`src/ssf_pkg.sv`:
```
/*
 Constants, offsets and field layouts of the sensor sample FIFO.
 Assumes one system clock for all users of these values.
*/
package ssf_pkg;
    // Buffer geometry
    localparam int          DEPTH      = 32;
    localparam int          SBYTES     = 5;
    localparam int          SW         = 8 * SBYTES;
    localparam logic [5:0]  CNT_FULL   = 6'h20;
    localparam logic [2:0]  BIDX_LAST  = 3'h4;
    // Register addresses
    localparam logic [7:0]  A_PMSB     = 8'h01;
    localparam logic [7:0]  A_OUT_LAST = 8'h05;
    localparam logic [7:0]  A_STATUS   = 8'h0D;
    localparam logic [7:0]  A_PORT     = 8'h0E;
    localparam logic [7:0]  A_SETUP    = 8'h0F;
    localparam logic [7:0]  A_DLY      = 8'h10;
    localparam logic [7:0]  A_STATE    = 8'h11;
    // Setup register fields, reset values and delay limit
    localparam int          MODE_LSB   = 6;
    localparam int          WM_LSB     = 0;
    localparam logic [1:0]  MODE_RST   = 2'h0;
    localparam logic [5:0]  WM_RST     = 6'h00;
    localparam logic [7:0]  DLY_RST    = 8'h00;
    localparam logic [7:0]  DLY_MAX    = 8'hFF;
    // Overflow mode codes
    localparam logic [1:0]  M_OFF      = 2'h0;
    localparam logic [1:0]  M_CIRC     = 2'h1;
    localparam logic [1:0]  M_STOP     = 2'h2;
    // Serial slave states
    typedef enum logic [2:0] {
        I_IDLE, I_ADDR, I_AACK, I_WR, I_WACK, I_RD, I_RACK
    } ssf_i2c_st_t;
endpackage

```
`src/ssf_mem.sv`:
```
/*
 Sample storage: one word per sample, one write and one read port.
 Assumes the caller never writes and relies on a read of one slot
 in the same cycle.
*/
`timescale 1ns/1ps
module ssf_mem import ssf_pkg::*; (
    // Clock
    input  wire logic          clk_i,
    // Write side
    input  wire logic          we_i,
    input  wire logic [4:0]    wa_i,
    input  wire logic [SW-1:0] wd_i,
    // Read side
    input  wire logic [4:0]    ra_i,
    output logic      [SW-1:0] rd_o
);
    logic [SW-1:0] mem [DEPTH];

    // Storage needs no reset; the count says what is valid
    always_ff @(posedge clk_i) begin
        if (we_i) begin
            mem[wa_i] <= wd_i;
        end
    end

    // Asynchronous read keeps the byte path one cycle short
    assign rd_o = mem[ra_i];
endmodule

```
`src/ssf_i2c.sv`:
```
/*
 Serial register slave: pin sampling, address match, pointer with
 auto increment, one write strobe per data byte, one read strobe per
 byte fetched. Assumes SCL is far slower than clk_i.
*/
`timescale 1ns/1ps
module ssf_i2c import ssf_pkg::*; #(
    parameter logic [6:0] DEV_ADDR = 7'h3A
) (
    // Clock and reset
    input  wire logic       clk_i,
    input  wire logic       rst_ni,
    // Pins
    input  wire logic       scl_i,
    input  wire logic       sda_i,
    output logic            sda_o,
    output logic            sda_oen_o,
    // Register side
    output logic [7:0]      addr_o,
    output logic            wr_o,
    output logic [7:0]      wdata_o,
    output logic            rd_o,
    input  wire logic [7:0] rdata_i,
    input  wire logic       stay_i
);
    typedef struct packed {
        logic        scl1, scl2, sclp;
        logic        sda1, sda2, sdap;
        ssf_i2c_st_t st;
        logic [3:0]  bitc;
        logic [7:0]  sh;
        logic [7:0]  ptr;
        logic        flag;
        logic        oen;
        logic        wr;
        logic        rd;
        logic [7:0]  wdat;
    } ssf_i2c_t;

    ssf_i2c_t q, d;
    logic     rise, fall, start, stop;

    // Bit engine; enable is low while SDA is pulled low
    always_comb begin
        d = q;
        d.scl1 = scl_i;
        d.scl2 = q.scl1;
        d.sclp = q.scl2;
        d.sda1 = sda_i;
        d.sda2 = q.sda1;
        d.sdap = q.sda2;
        d.wr = 1'b0;
        d.rd = 1'b0;
        rise = q.scl2 & ~q.sclp;
        fall = ~q.scl2 & q.sclp;
        start = q.scl2 & q.sclp & q.sdap & ~q.sda2;
        stop = q.scl2 & q.sclp & ~q.sdap & q.sda2;
        // Pointer moves after the access that used it
        if (q.wr || (q.rd && !stay_i)) begin
            d.ptr = q.ptr + 8'h01;
        end
        if (start) begin
            d.st = I_ADDR;
            d.bitc = 4'h0;
            d.oen = 1'b1;
        end else if (stop) begin
            d.st = I_IDLE;
            d.oen = 1'b1;
        end else begin
            unique case (q.st)
                I_IDLE: ;
                I_ADDR, I_WR: begin
                    if (rise) begin
                        d.sh = {q.sh[6:0], q.sda2};
                        d.bitc = q.bitc + 4'h1;
                    end else if (fall && q.bitc == 4'h8) begin
                        d.oen = 1'b0;
                        if (q.st == I_WR) begin
                            d.st = I_WACK;
                            d.flag = 1'b0;
                            if (q.flag) begin
                                d.ptr = q.sh;
                            end else begin
                                d.wr = 1'b1;
                                d.wdat = q.sh;
                            end
                        end else if (q.sh[7:1] == DEV_ADDR) begin
                            d.st = I_AACK;
                        end else begin
                            d.st = I_IDLE;
                            d.oen = 1'b1;
                        end
                    end
                end
                I_AACK, I_WACK: begin
                    if (fall) begin
                        d.oen = 1'b1;
                        d.bitc = 4'h0;
                        d.st = I_WR;
                        if (q.st == I_AACK && q.sh[0]) begin
                            d.st = I_RD;
                            d.sh = rdata_i;
                            d.oen = rdata_i[7];
                            d.rd = 1'b1;
                        end else if (q.st == I_AACK) begin
                            d.flag = 1'b1; // First byte is the pointer
                        end
                    end
                end
                I_RD: begin
                    if (rise) begin
                        d.bitc = q.bitc + 4'h1;
                    end else if (fall && q.bitc == 4'h8) begin
                        d.oen = 1'b1;
                        d.st = I_RACK;
                    end else if (fall) begin
                        d.sh = {q.sh[6:0], 1'b0};
                        d.oen = q.sh[6];
                    end
                end
                I_RACK: begin
                    if (rise) begin
                        d.flag = q.sda2; // High means no more bytes
                    end else if (fall && q.flag) begin
                        d.st = I_IDLE;
                    end else if (fall) begin
                        d.st = I_RD;
                        d.bitc = 4'h0;
                        d.sh = rdata_i;
                        d.oen = rdata_i[7];
                        d.rd = 1'b1;
                    end
                end
            endcase
        end
    end

    // Idle bus levels at reset keep false starts away
    always_ff @(posedge clk_i or negedge rst_ni) begin
        if (!rst_ni) begin
            q <= '{scl1: 1'b1, scl2: 1'b1, sclp: 1'b1,
                   sda1: 1'b1, sda2: 1'b1, sdap: 1'b1,
                   st: I_IDLE, oen: 1'b1, default: '0};
        end else begin
            q <= d;
        end
    end

    assign sda_o = 1'b0;
    assign sda_oen_o = q.oen;
    assign addr_o = q.ptr;
    assign wr_o = q.wr;
    assign wdata_o = q.wdat;
    assign rd_o = q.rd;
endmodule

```
`src/ssf_top.sv`:
```
/*
 Sensor sample FIFO: 32 five-byte samples, overflow modes, flags,
 tick delay counter and mode indication, reached over the serial
 register slave. Assumes sample_i, sample_data_i, live_data_i and
 active_i come from logic on clk_i; SCL and SDA are async pins.
*/
//
// Contract
// RULE1 - Hold up to 32 samples of five bytes, 160 bytes at most.
// RULE2 - The data port is read only; writes leave the buffer alone.
// RULE3 - With a mode other than disabled, address 0x01 reads buffer data.
// RULE4 - With the buffer on, addresses 0x02 to 0x05 read zero.
// RULE5 - Samples keep entering while the host reads buffer data.
// RULE6 - Bytes come out pressure high to temperature low; empty reads zero.
// RULE7 - Reads take the oldest sample; count drops once per sample.
// RULE8 - The host drains the buffer with one burst read.
// RULE9 - Passing the watermark never stops sample intake.
// RULE10 - Samples enter at the acquisition tick rate.
// RULE11 - Mode 00 off, 01 circular, 10 stop on full, 11 unused.
// RULE12 - Stop mode refuses samples when full until data is read.
// RULE13 - Flush on disable or standby to active; disable clears flags.
// RULE14 - Overflow flag rises when the count reaches 32.
// RULE15 - Watermark flag at count equal watermark; zero disables it.
// RULE16 - Host writes disabled before switching circular and stop.
// RULE17 - No direct change between circular and stop codes.
// RULE18 - Mode field is writable in active operation.
// RULE19 - Watermark field is writable in standby.
// RULE20 - Delay counts ticks after overflow, clears on last read.
// RULE21 - Mode register: bit 0 active, bits 7-1 zero, reset zero.
// RULE22 - Flags follow their condition; status read clears event.
// RULE23 - Six-bit count gives stored samples, 0 to 32.
// RULE24 - Code 11 behaves as disabled and takes no samples; the code reads 0x01 to 0x05 as zero for it, not the live data.
`timescale 1ns/1ps
module ssf_top import ssf_pkg::*; #(
    parameter logic [6:0] I2C_ADDR = 7'h3A // Arbitrary value
) (
    // Clock and reset
    input  wire logic          clk_i,
    input  wire logic          resetn_i,
    // Serial pins
    input  wire logic          scl_i,
    input  wire logic          sda_i,
    output logic               sda_o,
    output logic               sda_oen_o,
    // Acquisition side
    input  wire logic          sample_i,
    input  wire logic [SW-1:0] sample_data_i,
    input  wire logic [SW-1:0] live_data_i,
    input  wire logic          active_i,
    // Flags and sample count
    output logic               overflow_flag_o,
    output logic               watermark_flag_o,
    output logic               fifo_event_o,
    output logic [5:0]         sample_count_o
);
    typedef struct packed {
        logic [1:0] mode;
        logic [5:0] wm;
        logic [4:0] wp;
        logic [4:0] rp;
        logic [5:0] cnt;
        logic [2:0] bidx;
        logic [7:0] dly;
        logic       run;
        logic       ovf;
        logic       wmf;
        logic       evt;
        logic       act;
    } ssf_st_t;

    ssf_st_t         q, d;
    logic [1:0]      rs_q;
    logic            rst_n;
    logic [7:0]      addr, wdata, rdata;
    logic            wr, rd, stay;
    logic [SW-1:0]   mem_rd, shifted, live_sh;
    logic            en, sel, pop, done, full, acc, drop, flush;
    logic [1:0]      nm;

    // Reset released through two flip-flops
    always_ff @(posedge clk_i or negedge resetn_i) begin
        if (!resetn_i) begin
            rs_q <= 2'h0;
        end else begin
            rs_q <= {rs_q[0], 1'b1};
        end
    end
    assign rst_n = rs_q[1];

    ssf_i2c #(.DEV_ADDR(I2C_ADDR)) u_i2c (
        .clk_i     (clk_i),
        .rst_ni    (rst_n),
        .scl_i     (scl_i),
        .sda_i     (sda_i),
        .sda_o     (sda_o),
        .sda_oen_o (sda_oen_o),
        .addr_o    (addr),
        .wr_o      (wr),
        .wdata_o   (wdata),
        .rd_o      (rd),
        .rdata_i   (rdata),
        .stay_i    (stay)
    );

    ssf_mem u_mem (
        .clk_i (clk_i),
        .we_i  (acc),
        .wa_i  (q.wp),
        .wd_i  (sample_data_i),
        .ra_i  (q.rp),
        .rd_o  (mem_rd)
    );

    // Buffer control, setup writes, flags and delay counter
    always_comb begin
        d = q;
        d.act = active_i;
        en = (q.mode == M_CIRC) || (q.mode == M_STOP); // RULE11 RULE24
        sel = (addr == A_PORT) || (addr == A_PMSB && q.mode != M_OFF);
        stay = sel; // RULE8
        full = (q.cnt == CNT_FULL);
        pop = rd && sel && (q.cnt != 6'h00); // RULE5
        done = pop && (q.bidx == BIDX_LAST);
        acc = sample_i && en && (!full || q.mode == M_CIRC); // RULE10 RULE9 RULE12
        drop = acc && full && !done; // RULE11
        flush = !en || (active_i && !q.act); // RULE13
        nm = wdata[MODE_LSB +: 2];
        // Mode writes between the two running codes are dropped
        if (wr && addr == A_SETUP) begin
            if (!((q.mode == M_CIRC && nm == M_STOP) ||
                  (q.mode == M_STOP && nm == M_CIRC))) begin
                d.mode = nm; // RULE17 RULE18
            end
            if (!q.act) begin
                d.wm = wdata[WM_LSB +: 6]; // RULE19
            end
        end
        // Byte walk through the oldest sample
        if (pop) begin
            d.bidx = done ? 3'h0 : q.bidx + 3'h1; // RULE6
        end
        // Overwrite restarts the byte walk on the new oldest sample
        if (drop) begin
            d.bidx = 3'h0;
        end
        if (acc) begin
            d.wp = q.wp + 5'h01;
        end
        if (done || drop) begin
            d.rp = q.rp + 5'h01; // RULE7
        end
        d.cnt = q.cnt + 6'((acc && !drop) ? 1 : 0)
                - 6'(done ? 1 : 0); // RULE7 RULE23
        // Delay runs from overflow until the last byte leaves
        if (d.cnt == CNT_FULL) begin
            d.run = 1'b1; // RULE20
        end
        if (q.run && sample_i && q.dly != DLY_MAX) begin
            d.dly = q.dly + 8'h01; // RULE20
        end
        if (done && d.cnt == 6'h00) begin
            d.run = 1'b0;
            d.dly = DLY_RST; // RULE20
        end
        if (flush) begin
            d.wp = 5'h00;
            d.rp = 5'h00;
            d.cnt = 6'h00;
            d.bidx = 3'h0;
            d.run = 1'b0;
            d.dly = DLY_RST;
        end
        d.ovf = (d.cnt == CNT_FULL); // RULE14 RULE22
        d.wmf = (q.wm != 6'h00) && (d.cnt >= q.wm); // RULE15 RULE22
        // Event set wins over the clear from a status read
        if (rd && addr == A_STATUS) begin
            d.evt = 1'b0; // RULE22
        end
        if ((d.ovf && !q.ovf) || (d.cnt == q.wm && d.wmf && !q.wmf)) begin
            d.evt = 1'b1; // RULE22
        end
    end

    // Read data seen by the slave when it fetches a byte
    always_comb begin
        shifted = mem_rd << {q.bidx, 3'b000};
        live_sh = live_data_i << {addr[2:0] - 3'h1, 3'b000};
        rdata = 8'h00;
        if (sel) begin
            rdata = (q.cnt != 6'h00) ? shifted[SW-1 -: 8] : 8'h00; // RULE3
        end else if (addr >= A_PMSB && addr <= A_OUT_LAST) begin
            rdata = (q.mode != M_OFF) ? 8'h00 : live_sh[SW-1 -: 8]; // RULE4
        end else if (addr == A_STATUS) begin
            rdata = {q.ovf, q.wmf, q.cnt};
        end else if (addr == A_SETUP) begin
            rdata = {q.mode, q.wm};
        end else if (addr == A_DLY) begin
            rdata = q.dly;
        end else if (addr == A_STATE) begin
            rdata = {7'h00, q.act}; // RULE21
        end
    end

    always_ff @(posedge clk_i or negedge rst_n) begin
        if (!rst_n) begin
            q <= '{mode: MODE_RST, wm: WM_RST, dly: DLY_RST, default: '0};
        end else begin
            q <= d;
        end
    end

    assign overflow_flag_o = q.ovf;
    assign watermark_flag_o = q.wmf;
    assign fifo_event_o = q.evt;
    assign sample_count_o = q.cnt;
endmodule

```
`config.mk`:
```
export PLATFORM = sky130hd
export DESIGN_NAME = ssf_top
export DESIGN_NICKNAME = d
export VERILOG_FILES = /design/src/ssf_pkg.sv /design/src/ssf_mem.sv /design/src/ssf_i2c.sv /design/src/ssf_top.sv
export SDC_FILE = /design/constraint.sdc
export NUM_CORES = 1
export LEC_CHECK = 0
export ABC_AREA = 1
export BUFFER_PORTS_ARGS = -buffer_cell sky130_fd_sc_hd__buf_2
export CAP_MARGIN = 15
export CORE_ASPECT_RATIO = 1.25
export CORE_MARGIN = 2
export CORE_UTILIZATION = 30
export CTS_CLUSTER_DIAMETER = 40
export DETAILED_ROUTE_END_ITERATION = 8
export PLACE_DENSITY_LB_ADDON = 0.05
export SLEW_MARGIN = 20
export SYNTH_ARGS = -nofsm -noshare
export SYNTH_HDL_FRONTEND = slang
export SYNTH_SLANG_ARGS = --single-unit
```
`constraint.sdc`:
```
create_clock -name clk_i -period 7.8 [get_ports clk_i]
set_clock_uncertainty 0.1 [all_clocks]
set_input_delay 0.78 -clock clk_i [delete_from_list [all_inputs] [get_ports clk_i]]
set_output_delay 0.78 -clock clk_i [all_outputs]
set_load 0.01 [all_outputs]
```
==> run_results.csv <==
group,metric,value,unit
place,dp_cells,7224,
worst_setup_path,path_common_cell,"nand2_1",
clock_network,h-tree-depth,4,
worst_setup_path,critPathMaxStageDelay,0.92,ns
route,met2WireLength,97480,microns
worst_setup_path,critPathMaxFanout,29,
grt,grt_usage,20.52,%
clock_network,cts.sinks,1363,
outcome,outcome,"complete, no violations",
pwr,switching_power,4313,uW
pwr,seq_power_share,43.7,%
clock_network,cts_root_buf,"clkbuf_16",
route,wl,199500,microns
pwr,clockPowerShare,52.8,%
sta,hold_viol_final,0,
place,port_buffers,95,
route,wl_per_cell,26.11,microns
route,avgViaCountPerCell,4.943,
clock_network,cts_tree,"done",
yosys,ys_types,55,
final_layout,syn_to_final_growth,18.86,%
worst_setup_path,worstPathArrival,6.08,ns
worst_setup_path,crit_path_cell_trace,"clkinv_1 -> ha_1 -> nand2_1 -> o21a_1 -> nor2_4 -> nand3_1 -> inv_2 -> nand2_1 -> nand2_1 -> ha_1 -> fa_1 -> a21oi_1 -> o21ai_0 -> xor2_1 -> inv_1 -> nand3_1 -> inv_1 -> nand3_2 -> nand2_2 -> nand3_1 -> o21ai_1 -> nand2_1 -> nor2_1",
clock_network,clkLatencyLatePin,0.84,ns
pwr,switching_share,23.12,%
route,wl_met3,8457,microns
yosys,synthCells,4823,
grt,first_global_vias,37300,
clock_network,postCtsSetupBuffers,0,
clock_network,hold_buffers,4,
pwr,p_leak,0.02354,uW
grt,grt_pass1_wl,280600,microns
clock_network,cts_max_path_buffers,3,
sta,fmax,184.7,MHz
die,initial_core_util,30.16,%
die,die_h,490,microns
yosys,synth_ff_type,"edfxtp_1",
worst_setup_path,slowest_stage,"dfrtp_1",
die,coreArea,188000,sq um
sta,finalCriticalPeriod,5.413,ns
yosys,yosysMostFrequentCell,"edfxtp_1",
clock_network,clk_pin_slew,0.05,ns
yosys,synth_common_cells,"1280 x edfxtp_1, 924 x nor2_1, 606 x nand2_1",
route,met1_length,88130,microns
route,drc,0,
yosys,synth_edf_count,1280,
yosys,ys_seq_area_share,71.49,%
job,maxCapViolCount,0,
yosys,synth.area.top_cells,"edfxtp_1 68%, nor2_1 6.1%, o21ai_0 4.8%",
worst_setup_path,critPathKind,"flip-flop to flip-flop",
worst_setup_path,r2r_setup_slack,2.39,ns
route,ant_nets,0,
final_layout,drive_gt1_share,12.45,%
worst_setup_path,cp_data_required_time,8.47,ns
die,fp.dieW,392.8,microns
grt,antenna_found_initial,17,
worst_setup_path,crit_cells,23,
sta,fin_crit_sh,69.40,%
route,vias,37770,
yosys,synth_top_area_cell,"edfxtp_1",
final_layout,finalNetCount,5044,
sta,fin_tns_setup,0,ns
pwr,power_frac_comb,3.5,%
route,drt_iter0_drc,2823,
sta,maxSlewHeadroom,23.04,%
final_layout,layoutNonFillerInstCount,7642,
worst_setup_path,crit_path_start_kind,"flip-flop",
yosys,synth_area,56690,sq um
yosys,syn_nets,4942,
die,die_area,192500,sq um
pwr,internal_power,14340,uW
yosys,synth_area_per_cell,11.75,sq um
worst_hold_path,hold_path.class,"flip-flop to asynchronous set/reset pin",
die,num_io_pins,97,
route,top_layer,"met5",
sta,finalMaxSlewViolations,0,
grt,grt_max_degree,148,
yosys,synth_top_area_share,67.81,%
place,globalplace.congestion,0.7528,
sta,tightest_slew,1.152,ns
grt,gr-total-overflow,0,
sta,rsz0062_at_grt,"false",
clock_network,cts_buffers,215,
yosys,yosysWarnings,0,
place,dp_hpwl,99070,microns
worst_setup_path,cp_top_family,"simple AND/OR/NAND/NOR gates",
clock_network,cts_resized,0,
pwr,vdd_drop_max,0.0002344,V
route,drt-pass1-iter-count,6,
worst_setup_path,end_kind,"flip-flop",
pwr,powerDensity,276.8,nW/um^2
sta,setup_violations,0,
worst_setup_path,cp.buffers_inverters,4,
worst_setup_path,rr_worst_depth,23,
yosys,ys_ff_latch,1363,
yosys,async_reset_ff_share,6.090,%
die,rows,178,
==> layer usage <==
| layer | vias up | track usage, % |
|---|---|---|
| li1 | 17440 | - |
| met1 | 19170 | 27.16 |
| met2 | 848 | 34.23 |
| met3 | 304 | 3.295 |
| met4 | 4 | 6.502 |
| met5 | - | 0 |
==> flip-flops by register name, summed over array words and instances (netlist names) <==
| register | count |
|---|---|
| q | 31 |
| rs_q | 2 |
| u_i2c.q | 18 |
| u_i2c.addr_o | 8 |
| u_i2c.rd_o | 1 |
| watermark_flag_o | 1 |
| u_i2c.sda_oen_o | 1 |
| u_i2c.wr_o | 1 |
| sample_count_o | 6 |
| u_i2c.wdata_o | 8 |
| overflow_flag_o | 1 |
| u_mem.mem | 1280 |
| fifo_event_o | 1 |
| u_i2c.d | 4 |
==> worst paths after layout <==
path	start	end
setup / recovery	u_i2c.addr_o[0]$_DFF_PN0_	q[10]$_DFFE_PN0P_
hold / removal	rs_q[1]$_DFF_PN0_	q[5]$_DFFE_PN0P_
setup reg to reg	u_i2c.addr_o[0]$_DFF_PN0_	q[10]$_DFFE_PN0P_
hold reg to reg	rs_q[1]$_DFF_PN0_	q[5]$_DFFE_PN0P_
max in group asynchronous	rs_q[1]$_DFF_PN0_	u_i2c.q[33]$_DFFE_PN0P_
min in group clk_i	rs_q[0]$_DFF_PN0_	rs_q[1]$_DFF_PN0_
==> placed cells by master (no fill, tap or decap), types with 9 or more instances in the layout <==
cell type and instances:
clkinv_1 29, edfxtp_1 1280, clkinvlp_4 29, inv_6 27
dfrtp_1 71, inv_1 198, nand2_1 605, clkbuf_1 13
o22ai_1 45, xor2_1 9, ha_1 32, buf_12 14
nand3_1 307, buf_4 65, o221ai_1 30, buf_2 95
a21oi_1 106, o211ai_1 110, nor2_4 30, o21ai_1 105
nor2_1 896, clkinv_2 29, clkbuf_16 218, nor3_1 16
clkinv_4 29, nand4_1 31, o21ai_0 540, bufinv_16 27
or2_2 27, a31oi_1 10
==> worst reg2reg max path, stage by stage (launching register included) <==
cell      delay (ns)
dfrtp_1         0.92
clkinv_1        0.73
ha_1            0.43
nand2_1         0.07
o21a_1          0.48
nor2_4          0.07
nand3_1         0.19
inv_2           0.09
nand2_1         0.13
nand2_1         0.07
ha_1            0.20
fa_1            0.44
a21oi_1         0.14
o21ai_0         0.10
xor2_1          0.15
inv_1           0.08
nand3_1         0.09
inv_1           0.13
nand3_2         0.15
nand2_2         0.16
nand3_1         0.13
o21ai_1         0.14
nand2_1         0.07
nor2_1          0.10
==> cells by family after synthesis <==
| family | count (synthesis) | synth area share, % |
|---|---|---|
| buffers and inverters | 504 | 4.046 |
| AO/OA/AOI/OAI | 980 | 9.659 |
| AND/OR/NAND/NOR | 1928 | 13.85 |
| multiplexers | 3 | 0.05518 |
| XOR/XNOR | 10 | 0.1545 |
| adder cells (fa/ha/maj) | 33 | 0.7416 |
| flip-flops | 1363 | 71.49 |
| other | 2 | 0.01325 |
==> cell type report <==
class | count | area, sq um
Clock inverter | 174 | 1934
Sequential cell | 1363 | 40540
Inverter | 211 | 814.5
Antenna cell | 7 | 17.52
Fill cell | 18590 | 120600
Multi-Input combinational cell | 2956 | 14100
Timing Repair Buffer | 178 | 1284
Clock buffer | 233 | 5532
Tap cell | 2520 | 3153
==> power by group through the flow <==
stage          logic, uW  clock network, uW  registers, uW
6_report             649               9850           8150
5_1_grt              749              10400           8160
4_1_cts              661              10000           8150
3_5_place_dp         657                  0           8300
3_3_place_gp         656                  0           8300
2_1_floorplan        430                  0           8260
==> stage by stage <==
stage          instance area [sq um]  total power (uW)  utilization [%]  hold slack [ns]  worst slack, ns
6_report                       67380             18650            35.85           0.1843            2.387
5_1_grt                        67370             19260            35.84           0.1514            1.743
4_1_cts                        67360             18860            35.84           0.1425            2.368
3_5_place_dp                   59860              8958            31.84           0.2177            2.374
3_3_place_gp                   59840              8957            31.83           0.2201            2.370
2_1_floorplan                  56690              8689                -           0.2312            3.001
Power figures use the tool's default switching activity.
